[config.mk]
export PLATFORM = sky130hd
export DESIGN_NAME = vtr_top
export DESIGN_NICKNAME = d
export VERILOG_FILES = /design/src/common/vtr_pkg.sv /design/src/vtr_gate.sv /design/src/vtr_top.sv
export VERILOG_INCLUDE_DIRS = /design/src /design/src/common
export SDC_FILE = /design/constraint.sdc
export NUM_CORES = 1
export LEC_CHECK = 0
export ABC_CLOCK_PERIOD_IN_PS = 2200
export BUFFER_PORTS_ARGS = -buffer_cell sky130_fd_sc_hd__buf_2
export CORE_MARGIN = 2
export CORE_UTILIZATION = 44
export CTS_CLUSTER_DIAMETER = 100
export CTS_CLUSTER_SIZE = 12
export DETAILED_ROUTE_END_ITERATION = 10
export GPL_TIMING_DRIVEN = 1
export PLACE_DENSITY = 0.85
export REMOVE_ABC_BUFFERS = 1
export SLEW_MARGIN = 15
export SYNTH_ARGS = -nofsm -noshare
export SYNTH_HDL_FRONTEND = slang
export SYNTH_SLANG_ARGS = --single-unit
[constraint.sdc]
create_clock -name CORE_CLK -period 2.2 [get_ports CORE_CLK]
set_input_delay 0.11 -clock CORE_CLK [delete_from_list [all_inputs] [get_ports CORE_CLK]]
set_output_delay 0.11 -clock CORE_CLK [all_outputs]
set_load 0.05 [all_outputs]
[src/common/vtr_regs.svh]
/*
 Offsets, field positions, reset values and timing counts of the vector table
 relocation block. Assumes byte addressing on a 32-bit AXI4-Lite register bus.
*/
`ifndef VTR_REGS_SVH
`define VTR_REGS_SVH

// Register bus geometry
`define VTR_ADDR_W        8
`define VTR_CTRL_OFS      8'h00
`define VTR_RESP_OKAY     2'h0
`define VTR_RESP_SLVERR   2'h2

// General interrupt control layout
`define VTR_CTRL_RST      8'h00
`define VTR_BIT_UNLOCK    0
`define VTR_BIT_SEL       1
`define VTR_BIT_RSVD      2
`define VTR_EN_LSB        3
`define VTR_EN_MSB        7

// Unlock window length in clock-enabled cycles
`define VTR_UNLOCK_CYCLES 3'h4

// Vector address width in bits
`define VTR_VEC_W         16

`endif

[src/common/vtr_pkg.sv]
/*
 Types of the vector table relocation block: sequencer states and the state
 records of the top and of the vector gate. Assumes vtr_regs.svh for widths.
*/
`include "vtr_regs.svh"

package vtr_pkg;

   // Unlock sequencer states
   typedef enum logic [1:0] {
      VTR_IDLE = 2'b00,
      VTR_OPEN = 2'b01,
      VTR_HOLD = 2'b10
   } vtr_seq_t;

   // All state of the top module
   typedef struct packed {
      vtr_seq_t    seq;
      logic [2:0]  cnt;
      logic        sel;
      logic [4:0]  en;
      logic        mask;
      logic        aw_got;
      logic        w_got;
      logic [7:0]  waddr;
      logic [7:0]  wdata;
      logic        wstrb0;
      logic        awready;
      logic        wready;
      logic        bvalid;
      logic [1:0]  bresp;
      logic        arready;
      logic        rvalid;
      logic [31:0] rdata;
      logic [1:0]  rresp;
   } vtr_state_t;

   // All state of the vector gate
   typedef struct packed {
      logic [`VTR_VEC_W-1:0] vec_addr;
      logic                  block;
   } vtr_gate_t;

endpackage

[src/vtr_gate.sv]
/*
 Vector gate: forms the fetched vector address and the interrupt block level.
 Assumes sel and seq_mask are the next-cycle values from the control logic.
*/
`timescale 1ns/100ps
`include "vtr_regs.svh"

module vtr_gate (
   // Clock and reset
   input  wire logic                  clk,
   input  wire logic                  rst,
   input  wire logic                  ce,
   // Control
   input  wire logic                  sel,
   input  wire logic                  seq_mask,
   // Lock bits and execution section
   input  wire logic                  app_lock,
   input  wire logic                  boot_lock,
   input  wire logic                  exec_boot,
   // Vector request
   input  wire logic [`VTR_VEC_W-1:0] boot_base,
   input  wire logic [`VTR_VEC_W-1:0] vec_offset,
   output logic      [`VTR_VEC_W-1:0] vec_addr,
   output logic                       irq_block
);

   vtr_pkg::vtr_gate_t r;
   vtr_pkg::vtr_gate_t next_r;

   // Address select and blocking terms
   always_comb begin
      next_r = r;
      if (sel) begin
         next_r.vec_addr = `VTR_VEC_W'(boot_base + vec_offset);
      end else begin
         next_r.vec_addr = vec_offset;
      end
      // Own block level only; the global enable flag is never touched
      next_r.block = seq_mask
                   | (sel & app_lock & ~exec_boot)
                   | (~sel & boot_lock & exec_boot);
   end

   // State register
   always_ff @(posedge clk) begin
      if (rst) begin
         r <= '0;
      end else if (ce) begin
         r <= next_r;
      end
   end

   assign vec_addr  = r.vec_addr;
   assign irq_block = r.block;

endmodule // vtr_gate

[src/vtr_top.sv]
/*
 Vector table relocation control: general interrupt control register on an
 AXI4-Lite slave, timed unlock of the vector select, automatic masking and
 lock-bit blocking. Assumes one clock, synchronous inputs, and a core that
 pulses INSTR_DONE as each instruction completes.
*/
// How it works
// - Select zero: vectors come from the start of program flash.
// - Select one: vectors come from the boot section base given by fuses.
// - Mask interrupts from unlock set until the instruction after the select write.
// - Without a select write, mask for four cycles then release.
// - Automatic masking leaves the global interrupt enable flag untouched.
// - Unlock clears after four cycles, or at once on a select write.
// - Boot vectors plus application lock: block interrupts while running application.
// - Application vectors plus boot lock: block interrupts while running boot code.
// - Register bits: five enables, reserved zero, select bit 1, unlock bit 0.
// - Relocated vector address is table offset plus boot section start.
`timescale 1ns/100ps
`include "vtr_regs.svh"

module vtr_top (
   // Clock, reset, enable
   input  wire logic                  CORE_CLK,
   input  wire logic                  RST,
   input  wire logic                  CE,
   // AXI4-Lite write address and data
   input  wire logic                  S_AXI_AWVALID,
   output logic                       S_AXI_AWREADY,
   input  wire logic [`VTR_ADDR_W-1:0] S_AXI_AWADDR,
   input  wire logic                  S_AXI_WVALID,
   output logic                       S_AXI_WREADY,
   input  wire logic [31:0]           S_AXI_WDATA,
   input  wire logic [3:0]            S_AXI_WSTRB,
   // AXI4-Lite write response
   output logic                       S_AXI_BVALID,
   input  wire logic                  S_AXI_BREADY,
   output logic      [1:0]            S_AXI_BRESP,
   // AXI4-Lite read
   input  wire logic                  S_AXI_ARVALID,
   output logic                       S_AXI_ARREADY,
   input  wire logic [`VTR_ADDR_W-1:0] S_AXI_ARADDR,
   output logic                       S_AXI_RVALID,
   input  wire logic                  S_AXI_RREADY,
   output logic      [31:0]           S_AXI_RDATA,
   output logic      [1:0]            S_AXI_RRESP,
   // Core and flash status
   input  wire logic                  INSTR_DONE,
   input  wire logic                  APP_LOCK,
   input  wire logic                  BOOT_LOCK,
   input  wire logic                  EXEC_BOOT,
   input  wire logic [`VTR_VEC_W-1:0] BOOT_BASE,
   input  wire logic [`VTR_VEC_W-1:0] VEC_OFFSET,
   // Control outputs
   output logic      [4:0]            IRQ_ENABLE,
   output logic                       VEC_SELECT,
   output logic      [`VTR_VEC_W-1:0] VEC_ADDR,
   output logic                       IRQ_BLOCK
);

   vtr_pkg::vtr_state_t r;
   vtr_pkg::vtr_state_t next_r;
   logic                wr_fire;
   logic                wr_hit;
   logic [7:0]          ctrl_rd;

   // Single mapped word decode
   function automatic logic vtr_hit(input logic [`VTR_ADDR_W-1:0] a);
      vtr_hit = (a == `VTR_CTRL_OFS);
   endfunction

   // Write happens once both halves are held
   assign wr_fire = r.aw_got & r.w_got & ~r.bvalid;
   assign wr_hit  = wr_fire & vtr_hit(r.waddr) & r.wstrb0;

   // Register readback, reserved bit reads zero
   assign ctrl_rd = {r.en, 1'b0, r.sel, (r.seq == vtr_pkg::VTR_OPEN)};

   // Next-state logic
   always_comb begin
      next_r = r;
      // Capture write address and data in either order
      if (S_AXI_AWVALID && r.awready) begin
         next_r.aw_got = 1'b1;
         next_r.waddr  = S_AXI_AWADDR;
      end
      if (S_AXI_WVALID && r.wready) begin
         next_r.w_got  = 1'b1;
         next_r.wdata  = S_AXI_WDATA[7:0];
         next_r.wstrb0 = S_AXI_WSTRB[0];
      end
      if (wr_fire) begin
         next_r.aw_got = 1'b0;
         next_r.w_got  = 1'b0;
         next_r.bvalid = 1'b1;
         next_r.bresp  = vtr_hit(r.waddr) ? `VTR_RESP_OKAY : `VTR_RESP_SLVERR;
      end
      if (r.bvalid && S_AXI_BREADY) begin
         next_r.bvalid = 1'b0;
      end
      next_r.awready = ~next_r.aw_got & ~next_r.bvalid;
      next_r.wready  = ~next_r.w_got & ~next_r.bvalid;
      // Read channel
      if (S_AXI_ARVALID && r.arready) begin
         next_r.rvalid = 1'b1;
         next_r.rdata  = vtr_hit(S_AXI_ARADDR) ? {24'h000000, ctrl_rd} : 32'h00000000;
         next_r.rresp  = vtr_hit(S_AXI_ARADDR) ? `VTR_RESP_OKAY : `VTR_RESP_SLVERR;
      end
      if (r.rvalid && S_AXI_RREADY) begin
         next_r.rvalid = 1'b0;
      end
      next_r.arready = ~next_r.rvalid;
      // Enable bits write straight through
      if (wr_hit) begin
         next_r.en = r.wdata[`VTR_EN_MSB:`VTR_EN_LSB];
      end
      // Unlock sequencer
      case (r.seq)
         vtr_pkg::VTR_IDLE: begin
            if (wr_hit && r.wdata[`VTR_BIT_UNLOCK]) begin
               next_r.seq = vtr_pkg::VTR_OPEN;
               next_r.cnt = `VTR_UNLOCK_CYCLES;
            end
         end
         vtr_pkg::VTR_OPEN: begin
            if (wr_hit && r.wdata[`VTR_BIT_UNLOCK]) begin
               next_r.cnt = `VTR_UNLOCK_CYCLES;
            end else if (wr_hit) begin
               next_r.sel = r.wdata[`VTR_BIT_SEL];
               next_r.seq = vtr_pkg::VTR_HOLD;
            end else if (r.cnt == 3'h1) begin
               next_r.seq = vtr_pkg::VTR_IDLE;
            end else begin
               next_r.cnt = r.cnt - 3'h1;
            end
         end
         vtr_pkg::VTR_HOLD: begin
            if (wr_hit && r.wdata[`VTR_BIT_UNLOCK]) begin
               next_r.seq = vtr_pkg::VTR_OPEN;
               next_r.cnt = `VTR_UNLOCK_CYCLES;
            end else if (INSTR_DONE) begin
               next_r.seq = vtr_pkg::VTR_IDLE;
            end
         end
         default: begin
            next_r.seq = vtr_pkg::VTR_IDLE;
         end
      endcase
      // Sequence mask while the window is open or the select write is held
      next_r.mask = (next_r.seq != vtr_pkg::VTR_IDLE);
   end

   // State register
   always_ff @(posedge CORE_CLK) begin
      if (RST) begin
         r <= '0;
      end else if (CE) begin
         r <= next_r;
      end
   end

   // Vector address and block level
   vtr_gate u_gate (
      .clk        (CORE_CLK),
      .rst        (RST),
      .ce         (CE),
      .sel        (next_r.sel),
      .seq_mask   (next_r.mask),
      .app_lock   (APP_LOCK),
      .boot_lock  (BOOT_LOCK),
      .exec_boot  (EXEC_BOOT),
      .boot_base  (BOOT_BASE),
      .vec_offset (VEC_OFFSET),
      .vec_addr   (VEC_ADDR),
      .irq_block  (IRQ_BLOCK)
   );

   // Port drive
   assign S_AXI_AWREADY = r.awready;
   assign S_AXI_WREADY  = r.wready;
   assign S_AXI_BVALID  = r.bvalid;
   assign S_AXI_BRESP   = r.bresp;
   assign S_AXI_ARREADY = r.arready;
   assign S_AXI_RVALID  = r.rvalid;
   assign S_AXI_RDATA   = r.rdata;
   assign S_AXI_RRESP   = r.rresp;
   assign IRQ_ENABLE    = r.en;
   assign VEC_SELECT    = r.sel;

   logic unlock_go;
   assign unlock_go = CE & wr_hit & r.wdata[`VTR_BIT_UNLOCK] & (r.seq == vtr_pkg::VTR_IDLE);
endmodule // vtr_top

==> results.md <==
- The number of nets at the end of the flow is between 600 and 700.
- The boundary pin count is 160.
- The share of total power dissipated in the clock network is between 30% and 40%.
- The total count of hold-check failures in the final report is 0.
- Across all hold checks on the routed design, the worst slack comes to ~0.019 ns.
- The CTS tree is built.
- The Yosys step of the flow raised 0 warnings.
- Global routing used approximately a fifth of the available tracks across all layers.
- The routed design could run at a clock period as short as around 2.1 ns.
- The static leakage power is 2.06 nW.
- After synthesis the netlist holds a flip-flop and latch count of 60.
- The switching power summed over all nets is roughly 0.00097 W.
- The maximum cell stage delay along the critical path is ~0.52 ns.
- Yosys mapped the design onto 55 distinct sky130hd cell types.
- The tree is rooted in a sky130_fd_sc_hd__clkbuf_8.
- The clock skew is approximately 0.016 ns.
- Leaving out fill and tap cells, the most frequent cell in the layout is sky130_fd_sc_hd__buf_2.
- The number of nets still failing antenna checks after routing is 0.
- Counting flops with a built-in enable in the synthesized netlist gives 0.
- The standard cell area after detailed placement is ~0.0043 mm².
- The power per cell area is roughly 640 mW/mm².
- In the layout the commonest cells are sky130_fd_sc_hd__buf_2 (104), sky130_fd_sc_hd__dfxtp_1 (60), sky130_fd_sc_hd__nand2_1 (58), sky130_fd_sc_hd__nor2_1 (47), sky130_fd_sc_hd__a21oi_1 (46).
- The number of buffers created by CTS is 9.
- Timing would allow up to 0.474 GHz.
- The flow ran to the end, and the final reports show no timing, DRC or antenna violations.
- The register-to-register setup slack is 0.09 ns.
- The number of antenna violations at the first check in global routing is 0.
- In this run switching power makes up approximately a third of total power.
- The endpoint required time on the critical path is roughly 2.4 ns.
- The tightest slew margin relative to the limit is about three fifths.
- Among all flip-flop cells after synthesis, the most frequent one is sky130_fd_sc_hd__dfxtp_1.
- The number of standard cells in the layout, taps in and fillers out is around 690.
- The buffer and inverter count on the worst path is 0.
- The average instance in the mapped netlist occupies about 8 µm².
- The critical path class is reg -> reg.
- The netlist area before placement is between 0.003 and 0.004 mm².
- The H-tree level count is 3.
- The worst setup path is captured at a register.
- The pin count of the biggest net entering global routing is between 40 and 50.
- In this design, the largest share of critical-path delay is due to simple AND/OR/NAND/NOR gates.
- At the pin with the least slew margin, the transition time is a little under 0.6 ns.
- The worst setup path is launched from a register.
- The post-route clock period utilization is 95.9%.
- The largest area contributor in the netlist is sky130_fd_sc_hd__dfxtp_1.
- The internal power of the cells is between 0.0015 and 0.002 W.
- The fraction of the yosys area taken by sequential cells is 31.9%.
- The number of maximum-capacitance violations is 0.
- The worst hold path class is in -> reg.
- The final RePlAce weighted congestion is slightly above 0.9.
- The cell total after placement is ~670.
- Walking the worst path, the cells encountered are nor4_2 -> nand4_1 -> mux2i_4 -> or4_1 -> a311oi_1.
- For this run, design rule violations remaining after detail routing come to 0.
- VDD sags by at most approximately 240 µV.
- The aggregate global routing overflow is 0.
- The via count of the first global-routing pass is roughly 3.4k.
- The total length of routed wires is between 9000 and 10,000 µm.
- The count of final max-slew check failures is 0.
- After floorplanning, the core was sized to cover 0.00826 mm².
- The number of search-and-repair iterations in the first detailed-routing pass is 5.
- In this run the tool buffered the top-level ports with ~100 buffer cells.
- The total half-perimeter wirelength after legalization and detailed placement is about 7300 µm.
- After the first detailed-routing iteration, the DRC count stood at ~160.
- The later pin in the worst-skew pair is clocked with a latency of 0.34 ns.
- Counting flops with an async set or reset pin after synthesis yields a share of 0%.
- After floorplanning, the core was divided into 33 placement rows.
- For the worst setup path, the data arrival time is roughly 2.4 ns.
- The first global-routing pass estimated about 15,000 µm of wire.
- Once the floorplan was initialized, standard cells occupied about 46% of the core.
- After routing the design area is ~0.0046 mm².
- After detailed routing, the number of vias per cell comes to ~5.4.
- The top-area cell type share of the netlist area is approximately a third.
- The number of endpoints failing setup at the final stage is 0.
- The count of vias placed by the detailed router is between 3k and 4k.
- The repair_antennas step left the layout with diodes totalling 0.
- The clock passes through at most 2 buffers.
- The largest individual stage delay along the critical path comes from the cell sky130_fd_sc_hd__or4_1.
- Setup repair after global routing left no endpoint under its margin.
- The cell count after synthesis is ~470.
- The die boundary height is about 96 µm.
- In this run the worst path has a maximum fanout of 4.
- The combinational cell fraction of total power is about a quarter.
- The die covers 0.00931 mm².
- The total clock sinks is 60.
- Yosys attributes the largest share of cell area to sky130_fd_sc_hd__dfxtp_1 (32%), sky130_fd_sc_hd__buf_4 (8.4%), sky130_fd_sc_hd__ha_1 (7.0%), sky130_fd_sc_hd__a21oi_1 (6.1%), sky130_fd_sc_hd__nand2_1 (5.8%).
- The overall die width is 96.5 µm.
- Sequential cells burn ~40% of the power.
- The post-route netlist has between 20% and 30% of its cells at a drive strength greater than 1.
- The number of buffers inserted by post-CTS setup repair is 0.
- In the final routed layout, each cell accounts on average for between 10 and 15 µm.
- After clock tree synthesis, the clock-pin slew on the worst setup and hold paths is roughly 0.07 ns.
- The relative area change from synthesis to final layout is 21.4%.
registers in the layout, indices dropped and copies added (netlist names):
name              flops
r                    23
u_gate.vec_addr      16
S_AXI_RDATA           7
IRQ_ENABLE            5
S_AXI_ARREADY         1
S_AXI_AWREADY         1
S_AXI_BRESP           1
S_AXI_BVALID          1
S_AXI_RRESP           1
S_AXI_RVALID          1
S_AXI_WREADY          1
VEC_SELECT            1
u_gate.irq_block      1
synth_stat cells (9+ instances only):
cell type	count
sky130_fd_sc_hd__a211oi_1	19
sky130_fd_sc_hd__a21oi_1	46
sky130_fd_sc_hd__a22oi_1	9
sky130_fd_sc_hd__buf_4	42
sky130_fd_sc_hd__clkbuf_1	16
sky130_fd_sc_hd__dfxtp_1	60
sky130_fd_sc_hd__ha_1	21
sky130_fd_sc_hd__inv_1	15
sky130_fd_sc_hd__mux2i_1	14
sky130_fd_sc_hd__nand2_1	58
sky130_fd_sc_hd__nand3_1	10
sky130_fd_sc_hd__nor2_1	47
sky130_fd_sc_hd__nor3_1	11
sky130_fd_sc_hd__o21ai_0	9
power groups by stage:
stage	clock network [W]	registers, W	logic (W)
6_report	0.00102	0.00115	0.000745
5_1_grt	0.00112	0.00116	0.000803
3_5_place_dp	0	0.00118	0.000729
2_1_floorplan	0	0.00128	0.000387
3_3_place_gp	0	0.00118	0.000714
4_1_cts	0.00107	0.00115	0.000738
cell type report:
cell class	count	area, µm²
fill	793	3690
multi-input combinational	360	2230
sequential	60	1200
timing repair buffer	131	746
clock buffer	12	155
tap	105	131
inverter	15	56.3
clock inverter	4	47.5
worst reg2reg max path, cell delays in order (launching register included):
cell	delay (ns)
sky130_fd_sc_hd__dfxtp_1	0.32
sky130_fd_sc_hd__nor4_2	0.37
sky130_fd_sc_hd__nand4_1	0.23
sky130_fd_sc_hd__mux2i_4	0.29
sky130_fd_sc_hd__or4_1	0.53
sky130_fd_sc_hd__a311oi_1	0.28
per-stage QoR:
step           setup WS, ns  util, %  setup TNS (ns)  total power, W
2_1_floorplan        -0.471        -           -6.36         0.00167
3_3_place_gp        -0.0417     52.2         -0.0417         0.00189
3_5_place_dp         -0.112     52.2          -0.112         0.00191
4_1_cts              0.0603     55.1               0         0.00296
5_1_grt             0.00976     55.3               0         0.00308
6_report             0.0908     55.3               0         0.00292
repair_timing:
| item | CTS | global route |
|---|---|---|
| endpoints found under the setup margin | 0 | 4 |
| hold buffers | 4 | 0 |
| hold endpoints to repair | 4 | 0 |
| gates resized for setup | 0 | 3 |
metal layers:
metal | GRT usage, % | wire length, µm | share of wire [%] | vias to the layer above
met2 | 35.8 | 4450 | 47 | 142
met5 | 0 | 0 | 0 | -
met1 | 24.9 | 4300 | 45 | 1714
li1 | - | - | - | 1829
met3 | 3.72 | 635 | 6.7 | 16
met4 | 8.33 | 140 | 1.5 | 0
logic make-up (layout without fill, tap and decap cells):
family	after synthesis	count (layout)	share of synthesized area [%]
other	1	27	0.0997
xor gates and xnor gates	7	7	1.63
and+or+nand+nor	163	163	20.3
DFF	60	60	31.9
adders and majority gates	22	22	7.52
AOI/OAI and AO/OA	126	126	22.4
muxes	15	15	4.09
buffers and inverters	78	162	12.1
path summary, 6_finish.rpt:
path | start | to | depth (start not counted)
setup / recovery | r[54] | u_gate.vec_addr[15] | 5
hold / removal | S_AXI_AWADDR[5] | r[55] | 3
setup reg to reg | r[54] | u_gate.vec_addr[15] | 5
hold reg to reg | r[45] | r[45] | 2
Note: power is estimated with default switching activity, not from simulation.
